--- src/logic/rtc_core_pkg.sv ---
// constants, field positions and carrier types of the real-time clock core
package rtc_core_pkg;

	// ********************************************
	// divider chain
	// ********************************************
	localparam int DIV_STAGES = 15;
	localparam int TICK_HZ = 32768;
	localparam logic [14:0] DIV_ZERO = 15'h0000;
	localparam logic [14:0] DIV_ONE = 15'h0001;
	// the seconds tick lands when the last stage rises, half a second after activation
	localparam logic [14:0] UPD_POS = 15'h4000;
	localparam int UPD_BIT = 14;
	localparam logic [2:0] DV_NORMAL = 3'b010;
	localparam logic [1:0] DV_RESET_HI = 2'b11;
	localparam logic [1:0] DV_OSC_OFF_HI = 2'b00;
	localparam logic [3:0] RS_NONE = 4'h0;
	localparam logic [3:0] RS_ONE = 4'h1;

	// ********************************************
	// timing, in 32.768 KHz ticks
	// ********************************************
	localparam int UIP_LEAD_US = 244;
	localparam int UIP_TICKS_INT = (UIP_LEAD_US * TICK_HZ + 999999) / 1000000;
	localparam logic [14:0] UIP_TICKS = 15'(UIP_TICKS_INT);
	localparam int ALARM_DELAY_NS = 30500;
	localparam int ALARM_TICKS = (ALARM_DELAY_NS * 32 + 999999) / 1000000;

	// ********************************************
	// timing control field positions
	// ********************************************
	localparam int DV_HI = 6;
	localparam int DV_LO = 4;
	localparam int RS_HI = 3;
	localparam int RS_LO = 0;

	// ********************************************
	// mode control bit positions
	// ********************************************
	localparam int MODE_FREEZE = 7;
	localparam int MODE_PIE = 6;
	localparam int MODE_AIE = 5;
	localparam int MODE_UIE = 4;
	localparam int MODE_DM = 2;
	localparam int MODE_24H = 1;

	// ********************************************
	// calendar constants
	// ********************************************
	localparam logic [7:0] MAX_SEC = 8'h3b;
	localparam logic [7:0] MAX_HR24 = 8'h17;
	localparam logic [7:0] HR12_NOON = 8'h0c;
	localparam logic [7:0] HR12_LAST = 8'h0b;
	localparam logic [7:0] MONTHS = 8'h0c;
	localparam logic [7:0] FEB = 8'h02;
	localparam logic [7:0] DAYS_31 = 8'h1f;
	localparam logic [7:0] DAYS_30 = 8'h1e;
	localparam logic [7:0] DAYS_29 = 8'h1d;
	localparam logic [7:0] DAYS_28 = 8'h1c;
	localparam logic [7:0] MAX_YEAR = 8'h63;
	localparam logic [7:0] TEN = 8'h0a;
	localparam logic [7:0] ONE = 8'h01;
	localparam logic [7:0] ZERO = 8'h00;
	localparam logic [1:0] DONT_CARE = 2'b11;
	localparam int HR_PM = 7;

	// ********************************************
	// flag byte positions
	// ********************************************
	localparam int FLAG_SUM = 7;
	localparam int FLAG_PF = 6;
	localparam int FLAG_AF = 5;
	localparam int FLAG_UF = 4;

	// time and calendar carrier
	typedef struct packed {
		logic [7:0] year;
		logic [7:0] month;
		logic [7:0] date;
		logic [7:0] hour;
		logic [7:0] min;
		logic [7:0] sec;
	} rtc_time_t;

	// alarm settings carrier
	typedef struct packed {
		logic [7:0] date;
		logic [7:0] month;
		logic [7:0] hour;
		logic [7:0] min;
		logic [7:0] sec;
	} rtc_alarm_t;

	localparam rtc_time_t TIME_RST = '{year: 8'h00, month: 8'h01, date: 8'h01,
		hour: 8'h00, min: 8'h00, sec: 8'h00};

endpackage : rtc_core_pkg

--- src/logic/rtc_timekeeping_alarm_core.sv ---
// real-time clock core: divider chain, calendar, freeze shadow, flags and alarm
//
// Functional notes
// - seconds tick comes from fifteen divide-by-two stages of the 32.768 KHz tick
// - divider control field picks counting, chain held in reset, or oscillator keep-alive
// - pattern 010 starts counting; first seconds update 500 ms later
// - rate select field picks one of fifteen chain taps for the periodic flag
// - periodic flag first rises half a selected period after activation
// - data mode bit selects BCD or binary time encoding
// - mode bit 1 selects 12-hour or 24-hour hours
// - February has 29 days every fourth year, year 2000 included
// - live counters advance every second even while frozen
// - setting freeze copies live time to shadow; host then sees only shadow
// - clearing freeze loads shadow into live counters at once, replacing a same-cycle update
// - update-ended flag set at the end of each update
// - update-ended enable gates that flag onto the interrupt request
// - update-in-progress goes high 244 us before each update
// - periodic enable gates the periodic flag onto the interrupt request
// - after each update, matching alarm fields set the alarm flag
// - alarm flag also drives the wake-up control output regardless of enable
// - alarm enable gates alarm matches onto the interrupt request
// - alarm byte with top bits 11 always matches
// - reading flags or reset clears all flags and the request
// - a repeat event while its flag is set is lost
// - alarm flag rises one 32.768 KHz tick after the update
module rtc_timekeeping_alarm_core
	import rtc_core_pkg::*;
(
	// clock and reset
	input wire logic i_sys_clk,
	input wire logic i_rst_n,
	// 32.768 KHz timekeeping tick, one-cycle enable
	input wire logic i_osc_tick,
	// control registers
	input wire logic [6:0] i_timing_ctrl,
	input wire logic [7:0] i_mode_ctrl,
	input wire rtc_alarm_t i_alarm,
	// host time access
	input wire logic i_time_wr,
	input wire rtc_time_t i_time_wdata,
	output rtc_time_t o_time,
	// status and flags
	input wire logic i_flag_rd,
	output logic [7:0] o_flags,
	output logic o_uip,
	output logic o_osc_keep,
	// interrupt and wake-up
	output logic o_irq,
	output logic o_alarm_wake
);

	// ********************************************
	// reset release
	// ********************************************
	logic rst_meta_r;
	logic rst_n_r;

	// two-stage release of the asynchronous reset
	always_ff @(posedge i_sys_clk or negedge i_rst_n) begin
		if (!i_rst_n) begin
			rst_meta_r <= 1'b0;
			rst_n_r <= 1'b0;
		end else begin
			rst_meta_r <= 1'b1;
			rst_n_r <= rst_meta_r;
		end
	end

	// ********************************************
	// format helpers
	// ********************************************
	function automatic logic [7:0] to_bin(input logic [7:0] v, input logic bcd);
		return bcd ? ({4'h0, v[7:4]} * TEN + {4'h0, v[3:0]}) : v;
	endfunction : to_bin

	function automatic logic [7:0] from_bin(input logic [7:0] v, input logic bcd);
		return bcd ? {4'(v / TEN), 4'(v % TEN)} : v;
	endfunction : from_bin

	function automatic logic field_match(input logic [7:0] al, input logic [7:0] t);
		return (al[7:6] == DONT_CARE) || (al == t);
	endfunction : field_match

	function automatic logic [7:0] month_days(input logic [7:0] m, input logic [7:0] y);
		logic [7:0] d;
		d = DAYS_31;
		if (m == FEB) begin
			d = (y[1:0] == 2'b00) ? DAYS_29 : DAYS_28;
		end else if (m == 8'h04 || m == 8'h06 || m == 8'h09 || m == 8'h0b) begin
			d = DAYS_30;
		end
		return d;
	endfunction : month_days

	// ********************************************
	// control decode
	// ********************************************
	wire logic [2:0] dv = i_timing_ctrl[DV_HI:DV_LO];
	wire logic [3:0] rs = i_timing_ctrl[RS_HI:RS_LO];
	wire logic freeze = i_mode_ctrl[MODE_FREEZE];
	wire logic bcd = ~i_mode_ctrl[MODE_DM];
	wire logic hr24 = i_mode_ctrl[MODE_24H];
	wire logic run = (dv == DV_NORMAL);
	wire logic chain_rst = (dv[2:1] == DV_RESET_HI);

	// ********************************************
	// divider chain
	// ********************************************
	logic [14:0] div_r;
	wire logic [14:0] div_nxt = 15'(div_r + DIV_ONE);
	wire logic [3:0] tap = 4'(rs - RS_ONE);
	// update on the last stage's rise
	wire logic upd = i_osc_tick && run && div_nxt[UPD_BIT] && !div_r[UPD_BIT];
	// periodic event on the selected tap's rise
	wire logic per_evt = i_osc_tick && run && (rs != RS_NONE) && div_nxt[tap] && !div_r[tap];

	// chain counts from zero so the first update is half a second out
	always_ff @(posedge i_sys_clk or negedge rst_n_r) begin
		if (!rst_n_r) begin
			div_r <= DIV_ZERO;
		end else if (chain_rst) begin
			div_r <= DIV_ZERO;
		end else if (i_osc_tick && run) begin
			div_r <= div_nxt;
		end
	end

	// update-in-progress window ahead of the update
	assign o_uip = run && (div_r >= UPD_POS - UIP_TICKS) && (div_r < UPD_POS);
	// oscillator stays alive on battery unless the field reads 00x
	assign o_osc_keep = (dv[2:1] != DV_OSC_OFF_HI);

	// ********************************************
	// calendar increment
	// ********************************************
	rtc_time_t live_r;
	rtc_time_t shadow_r;
	rtc_time_t inc_time;

	always_comb begin
		logic [7:0] s;
		logic [7:0] m;
		logic [7:0] h;
		logic [7:0] d;
		logic [7:0] mo;
		logic [7:0] y;
		logic pm;
		logic carry;
		s = to_bin(live_r.sec, bcd);
		m = to_bin(live_r.min, bcd);
		d = to_bin(live_r.date, bcd);
		mo = to_bin(live_r.month, bcd);
		y = to_bin(live_r.year, bcd);
		pm = live_r.hour[HR_PM];
		carry = 1'b0;
		h = ZERO;
		inc_time = live_r;
		s = (s == MAX_SEC) ? ZERO : 8'(s + ONE);
		inc_time.sec = from_bin(s, bcd);
		if (s == ZERO) begin
			m = (m == MAX_SEC) ? ZERO : 8'(m + ONE);
			inc_time.min = from_bin(m, bcd);
		end
		if (s == ZERO && m == ZERO) begin
			if (hr24) begin
				h = to_bin(live_r.hour, bcd);
				carry = (h == MAX_HR24);
				h = carry ? ZERO : 8'(h + ONE);
				inc_time.hour = from_bin(h, bcd);
			end else begin
				h = to_bin({1'b0, live_r.hour[6:0]}, bcd);
				carry = (h == HR12_LAST) && pm;
				if (h == HR12_LAST) begin
					pm = ~pm;
				end
				h = (h == HR12_NOON) ? ONE : 8'(h + ONE);
				inc_time.hour = {pm, 7'(from_bin(h, bcd))};
			end
		end
		if (carry) begin
			if (d >= month_days(mo, y)) begin
				d = ONE;
				mo = (mo >= MONTHS) ? ONE : 8'(mo + ONE);
				if (mo == ONE) begin
					y = (y == MAX_YEAR) ? ZERO : 8'(y + ONE);
				end
			end else begin
				d = 8'(d + ONE);
			end
			inc_time.date = from_bin(d, bcd);
			inc_time.month = from_bin(mo, bcd);
			inc_time.year = from_bin(y, bcd);
		end
	end

	// ********************************************
	// live counters and shadow copy
	// ********************************************
	logic freeze_q_r;
	wire logic freeze_rise = freeze && !freeze_q_r;
	wire logic freeze_fall = !freeze && freeze_q_r;

	always_ff @(posedge i_sys_clk or negedge rst_n_r) begin
		if (!rst_n_r) begin
			freeze_q_r <= 1'b0;
		end else begin
			freeze_q_r <= freeze;
		end
	end

	// live counters; a shadow load or direct write replaces that cycle's update
	always_ff @(posedge i_sys_clk or negedge rst_n_r) begin
		if (!rst_n_r) begin
			live_r <= TIME_RST;
		// shadow loaded back on freeze release
		end else if (freeze_fall) begin
			live_r <= shadow_r;
		end else if (i_time_wr && !freeze) begin
			live_r <= i_time_wdata;
		end else if (upd) begin
			live_r <= inc_time;
		end
	end

	// snapshot on freeze, host writes land in shadow while frozen
	always_ff @(posedge i_sys_clk or negedge rst_n_r) begin
		if (!rst_n_r) begin
			shadow_r <= TIME_RST;
		end else if (freeze_rise) begin
			shadow_r <= live_r;
		end else if (i_time_wr && freeze) begin
			shadow_r <= i_time_wdata;
		end
	end

	assign o_time = freeze ? shadow_r : live_r;

	// ********************************************
	// alarm check and flags
	// ********************************************
	logic alarm_wait_r;
	logic pf_r;
	logic af_r;
	logic uf_r;
	// match examined one tick after the update
	wire logic alarm_chk = alarm_wait_r && i_osc_tick;
	// all five fields compared, don't-care bytes always match
	wire logic alarm_hit = alarm_chk
		&& field_match(i_alarm.sec, live_r.sec)
		&& field_match(i_alarm.min, live_r.min)
		&& field_match(i_alarm.hour, live_r.hour)
		&& field_match(i_alarm.date, live_r.date)
		&& field_match(i_alarm.month, live_r.month);

	always_ff @(posedge i_sys_clk or negedge rst_n_r) begin
		if (!rst_n_r) begin
			alarm_wait_r <= 1'b0;
		end else if (upd) begin
			alarm_wait_r <= 1'b1;
		end else if (alarm_chk) begin
			alarm_wait_r <= 1'b0;
		end
	end

	// read clears, set wins over the clear, repeats merge
	always_ff @(posedge i_sys_clk or negedge rst_n_r) begin
		if (!rst_n_r) begin
			pf_r <= 1'b0;
			af_r <= 1'b0;
			uf_r <= 1'b0;
		end else begin
			// periodic flag set on tap rise
			pf_r <= (pf_r && !i_flag_rd) || per_evt;
			af_r <= (af_r && !i_flag_rd) || alarm_hit;
			uf_r <= (uf_r && !i_flag_rd) || upd;
		end
	end

	wire logic summary = (pf_r && i_mode_ctrl[MODE_PIE]) || (af_r && i_mode_ctrl[MODE_AIE])
		|| (uf_r && i_mode_ctrl[MODE_UIE]);

	// flag byte as the host reads it
	always_comb begin
		o_flags = ZERO;
		o_flags[FLAG_SUM] = summary;
		o_flags[FLAG_PF] = pf_r;
		o_flags[FLAG_AF] = af_r;
		o_flags[FLAG_UF] = uf_r;
	end

	assign o_irq = summary;
	assign o_alarm_wake = af_r;

endmodule : rtc_timekeeping_alarm_core

--- config.mk ---
export PLATFORM = sky130hd
export DESIGN_NAME = rtc_timekeeping_alarm_core
export DESIGN_NICKNAME = d
export VERILOG_FILES = /design/src/logic/rtc_core_pkg.sv /design/src/logic/rtc_timekeeping_alarm_core.sv
export SDC_FILE = /design/constraint.sdc
export NUM_CORES = 1
export LEC_CHECK = 0
export BUFFER_PORTS_ARGS = -buffer_cell sky130_fd_sc_hd__buf_2
export CAP_MARGIN = 0
export CORE_MARGIN = 3
export CORE_UTILIZATION = 60
export CTS_CLUSTER_DIAMETER = 100
export DETAILED_ROUTE_END_ITERATION = 10
export PLACE_DENSITY = 0.81
export SYNTH_ARGS = -nofsm -noshare
export SYNTH_HDL_FRONTEND = slang
export SYNTH_SLANG_ARGS = --single-unit
export TNS_END_PERCENT = 100
--- constraint.sdc ---
create_clock -name i_sys_clk -period 4.9 [get_ports i_sys_clk]
set_clock_uncertainty 0.05 [all_clocks]
set_input_delay 0.245 -clock i_sys_clk [delete_from_list [all_inputs] [get_ports i_sys_clk]]
set_output_delay 0.245 -clock i_sys_clk [all_outputs]
set_load 0.01 [all_outputs]
==> results.yml <==
clocking:
  cts_buffer_depth: 2
  clock_sinks: 118
  clock-root-buffer: "clkbuf_16"
  cts_tree: "built"
  clkLatencyLatePin_ps: 440
  htreeDepth: 4
  numCtsBuffers: 17
  path_clk_slew_ps: 70
power_and_ir_drop:
  combinationalPowerShare_pct: 81.5
  powerDensity_nw_per_um2: 750
  netSwitchingFraction_pct: 50.0
  p_clk_share_pct: 9.1
  p_leak_nw: 8.55
  vdd_drop_max_uv: 564
  seqPwrFrac_pct: 9.3
  p_sw_mw: 7.33
  p_int_mw: 7.33
die:
  ios: 168
  die_area_um2: 27400
  rows: 57
  fp.dieW_um: 165
  core_um2: 24700
  fp.dieH_um: 165
  start_util_pct: 61.8
yosys:
  yosysMostFrequentCell: "nand2_1"
  seq_area_frac_synth_pct: 19.4
  ys_ff_latch: 118
  yosys.area.top_type: "dfrtp_1"
  ys_warn_count: 0
  yosys-mux-area-fraction_pct: 8.40
  ys.flop_type: "dfrtp_1"
  synth_common_cells: "228 x nand2_1, 162 x o21ai_0, 160 x nor2_1, 138 x a21oi_1, 114 x dfrtp_1"
  synth_top_family_by_area: "compound AO/OA/AOI/OAI gates"
  synth_cell_types: 125
  syn_area_um2: 15200
  synth-adder-area-share_pct: 7.69
  yosysTopAreaCellShare_pct: 18.7
  synth_edf_count: 0
  synth_xor_area_share_pct: 7.02
  yosys-top-cells-area: "dfrtp_1 19%, ha_1 5.9%, nand2_1 5.6%"
  syn_inst: 1971
  synthSimpleGateAreaFrac_pct: 22.2
  synthArstFlopShare_pct: 100
  avgSynthCellArea_um2: 7.74
  synth_compound_area_share_pct: 29.9
status:
  violations: "negative setup slack"
  status: "finished, violations left"
global_routing:
  track_usage_pct: 37.9
  grt_max_degree: 77
  grt_overflow_total: 0
  grt_pass1_wl_um: 83800
  antenna_found_initial: 2
  first_global_vias: 16400
layout:
  synthToLayoutAreaGrowth_pct: 28.1
  design_area_um2: 19500
  layout-drive-gt1-share_pct: 32.2
  final_util_pct: 79.2
  finalNetCount: 2488
detailed_routing:
  drc: 0
  drt_pre_antenna_iters: 6
  avgViaCountPerCell: 6.61
  routedWlPerCell_um: 20.5
  drt-total-wl_um: 54000
  postRouteAntennaNets: 0
  num_vias: 17400
  drtIter0Drc: 1801
worst_setup_path:
  start_kind: "register"
  critical_path_class: "register to register"
  reg2reg_slack_ps: -1330
  path_common_cell: "a21oi_2"
  worstRegToRegCells: 32
  r2r_end: "live_r[36]"
  r2r_start: "live_r[37]"
  cp_max_fo: 4
  crit_arrival_ps: 6500
  cpPeakStageDelay_ps: 480
  cpMaxStageDelayCell: "fa_1"
  cp-end-kind: "register"
  worstPathRequired_ps: 5160
hold_path:
  hold_start: "i_osc_tick"
  hold_path_class: "input pin to register"
  min_to: "alarm_wait_r"
  holdPathStages: 2
sta:
  rsz0062_at_grt: "yes"
  setup_viol: 23
  setup_ws_ps: -1330
  slew_viol_final: 0
  slew_headroom_pct: 27.9
  tns_ps: -17070
  min_period_ps: 6230
  finalCritPeriodShare_pct: 127
  hold_viol: 0
  worst_slew_pin_slew_ps: 1080
  max_freq_mhz: 160
  holdWs_ps: 39.3
placed_design:
  place.port_buffers: 161
  dp_hpwl_um: 38500
  placed_area_um2: 17800
  gp_congestion: 0.987
  post-place-ws_ps: -1490
flow_run:
  cap_violations: 0
worst max path at each step:
stage | startpoint | to | slack, ps | cells past startpoint
2_1_floorplan | live_r[37] | live_r[36] | -1420 | 34
3_3_place_gp | live_r[39] | live_r[43] | -1290 | 27
3_5_place_dp | live_r[39] | live_r[43] | -1490 | 27
4_1_cts | live_r[37] | live_r[36] | -1280 | 31
5_1_grt | live_r[37] | live_r[36] | -1610 | 32
6_report | live_r[37] | live_r[36] | -1330 | 32
power by group through the flow:
stage	logic, mW	clock network (mW)	registers (mW)
after global routing	12.9	1.38	1.39
after detailed placement	10.1	0	1.38
after global placement	9.94	0	1.37
after floorplan	7.00	0	1.38
after CTS	10.8	1.34	1.36
final	11.9	1.34	1.37
kinds of logic (layout without fill, tap and decap cells):
kind of cell | after synthesis | count (layout)
AND/OR/NAND/NOR | 683 | 683
buffers and inverters | 176 | 511
AO/OA/AOI/OAI | 672 | 672
flip-flops | 118 | 118
other | 2 | 6
multiplexers | 114 | 114
adder cells (fa/ha/maj) | 87 | 87
XOR/XNOR | 119 | 119
worst max-delay path, delay by kind of cell (launching register included):
kind	cells	cell delay (ps)
AO/OA/AOI/OAI	12	2110
AND/OR/NAND/NOR	10	1470
adder cells (fa/ha/maj)	5	1400
flip-flops	1	380
buffers and inverters	4	350
multiplexers	1	350
registers in the layout, indices dropped and copies added (netlist names):
signal	cells
div_r	15
rst_meta_r	1
shadow_r	48
o_alarm_wake	1
alarm_wait_r	1
pf_r	1
uf_r	1
rst_n_r	1
freeze_q_r	1
live_r	48
timing repair:
item                                    CTS  global route
pin swaps                                39            54
hold buffers                              2             0
endpoints found under the setup margin   22            36
setup buffers                            21            26
endpoints found under the hold margin     4             0
gates resized for setup                  62           107
cloned                                    1             0
layer usage:
| layer | track usage, % | share of wire (%) | wire, um |
|---|---|---|---|
| met5 | 0 | 0.037 | 20 |
| met3 | 6.76 | 8.8 | 4780 |
| met2 | 62.5 | 47 | 25200 |
| met1 | 48.9 | 41 | 21900 |
| met4 | 15.8 | 4.0 | 2170 |
cells in the final DEF (no fill, tap or decap), types with 12 or more instances in the layout:
| cell | n |
|---|---|
| buf_4 | 243 |
| nand2_1 | 220 |
| buf_2 | 160 |
| nor2_1 | 151 |
| o21ai_0 | 145 |
| a21oi_1 | 129 |
| dfrtp_1 | 110 |
| ha_1 | 64 |
| xor2_1 | 57 |
| xnor2_1 | 53 |
| mux2i_1 | 52 |
| mux2_2 | 48 |
| nand3_1 | 47 |
| inv_1 | 44 |
| o21ai_1 | 35 |
| nor3_1 | 34 |
| a31oi_1 | 32 |
| a211oi_1 | 29 |
| o211ai_1 | 28 |
| nand4_1 | 22 |
| a21o_1 | 21 |
| and3_1 | 21 |
| nor4_1 | 19 |
| clkbuf_16 | 17 |
| buf_6 | 17 |
| o21a_1 | 16 |
| a211o_1 | 14 |
| o22ai_1 | 14 |
| nand2b_1 | 13 |
| and2_1 | 13 |
| nor3b_1 | 12 |
| a211oi_2 | 12 |
cell type report:
class                      instances  area [um^2]
antenna                            1         2.50
clock buffer                      18          429
inverter                          52          200
tap                              324          405
clock inverter                    14          178
timing repair buffer             427         2930
multi-input combinational       1680        12400
fill                            1771         5140
sequential                       118         2970
metrics by stage:
step,cells,total power [mW]
after floorplan,1974,8.39
after global placement,2553,11.3
after detailed placement,2553,11.5
after CTS,2609,13.5
after global routing,2634,15.6
final,2634,14.7
Note: power is estimated with default switching activity, not from simulation.
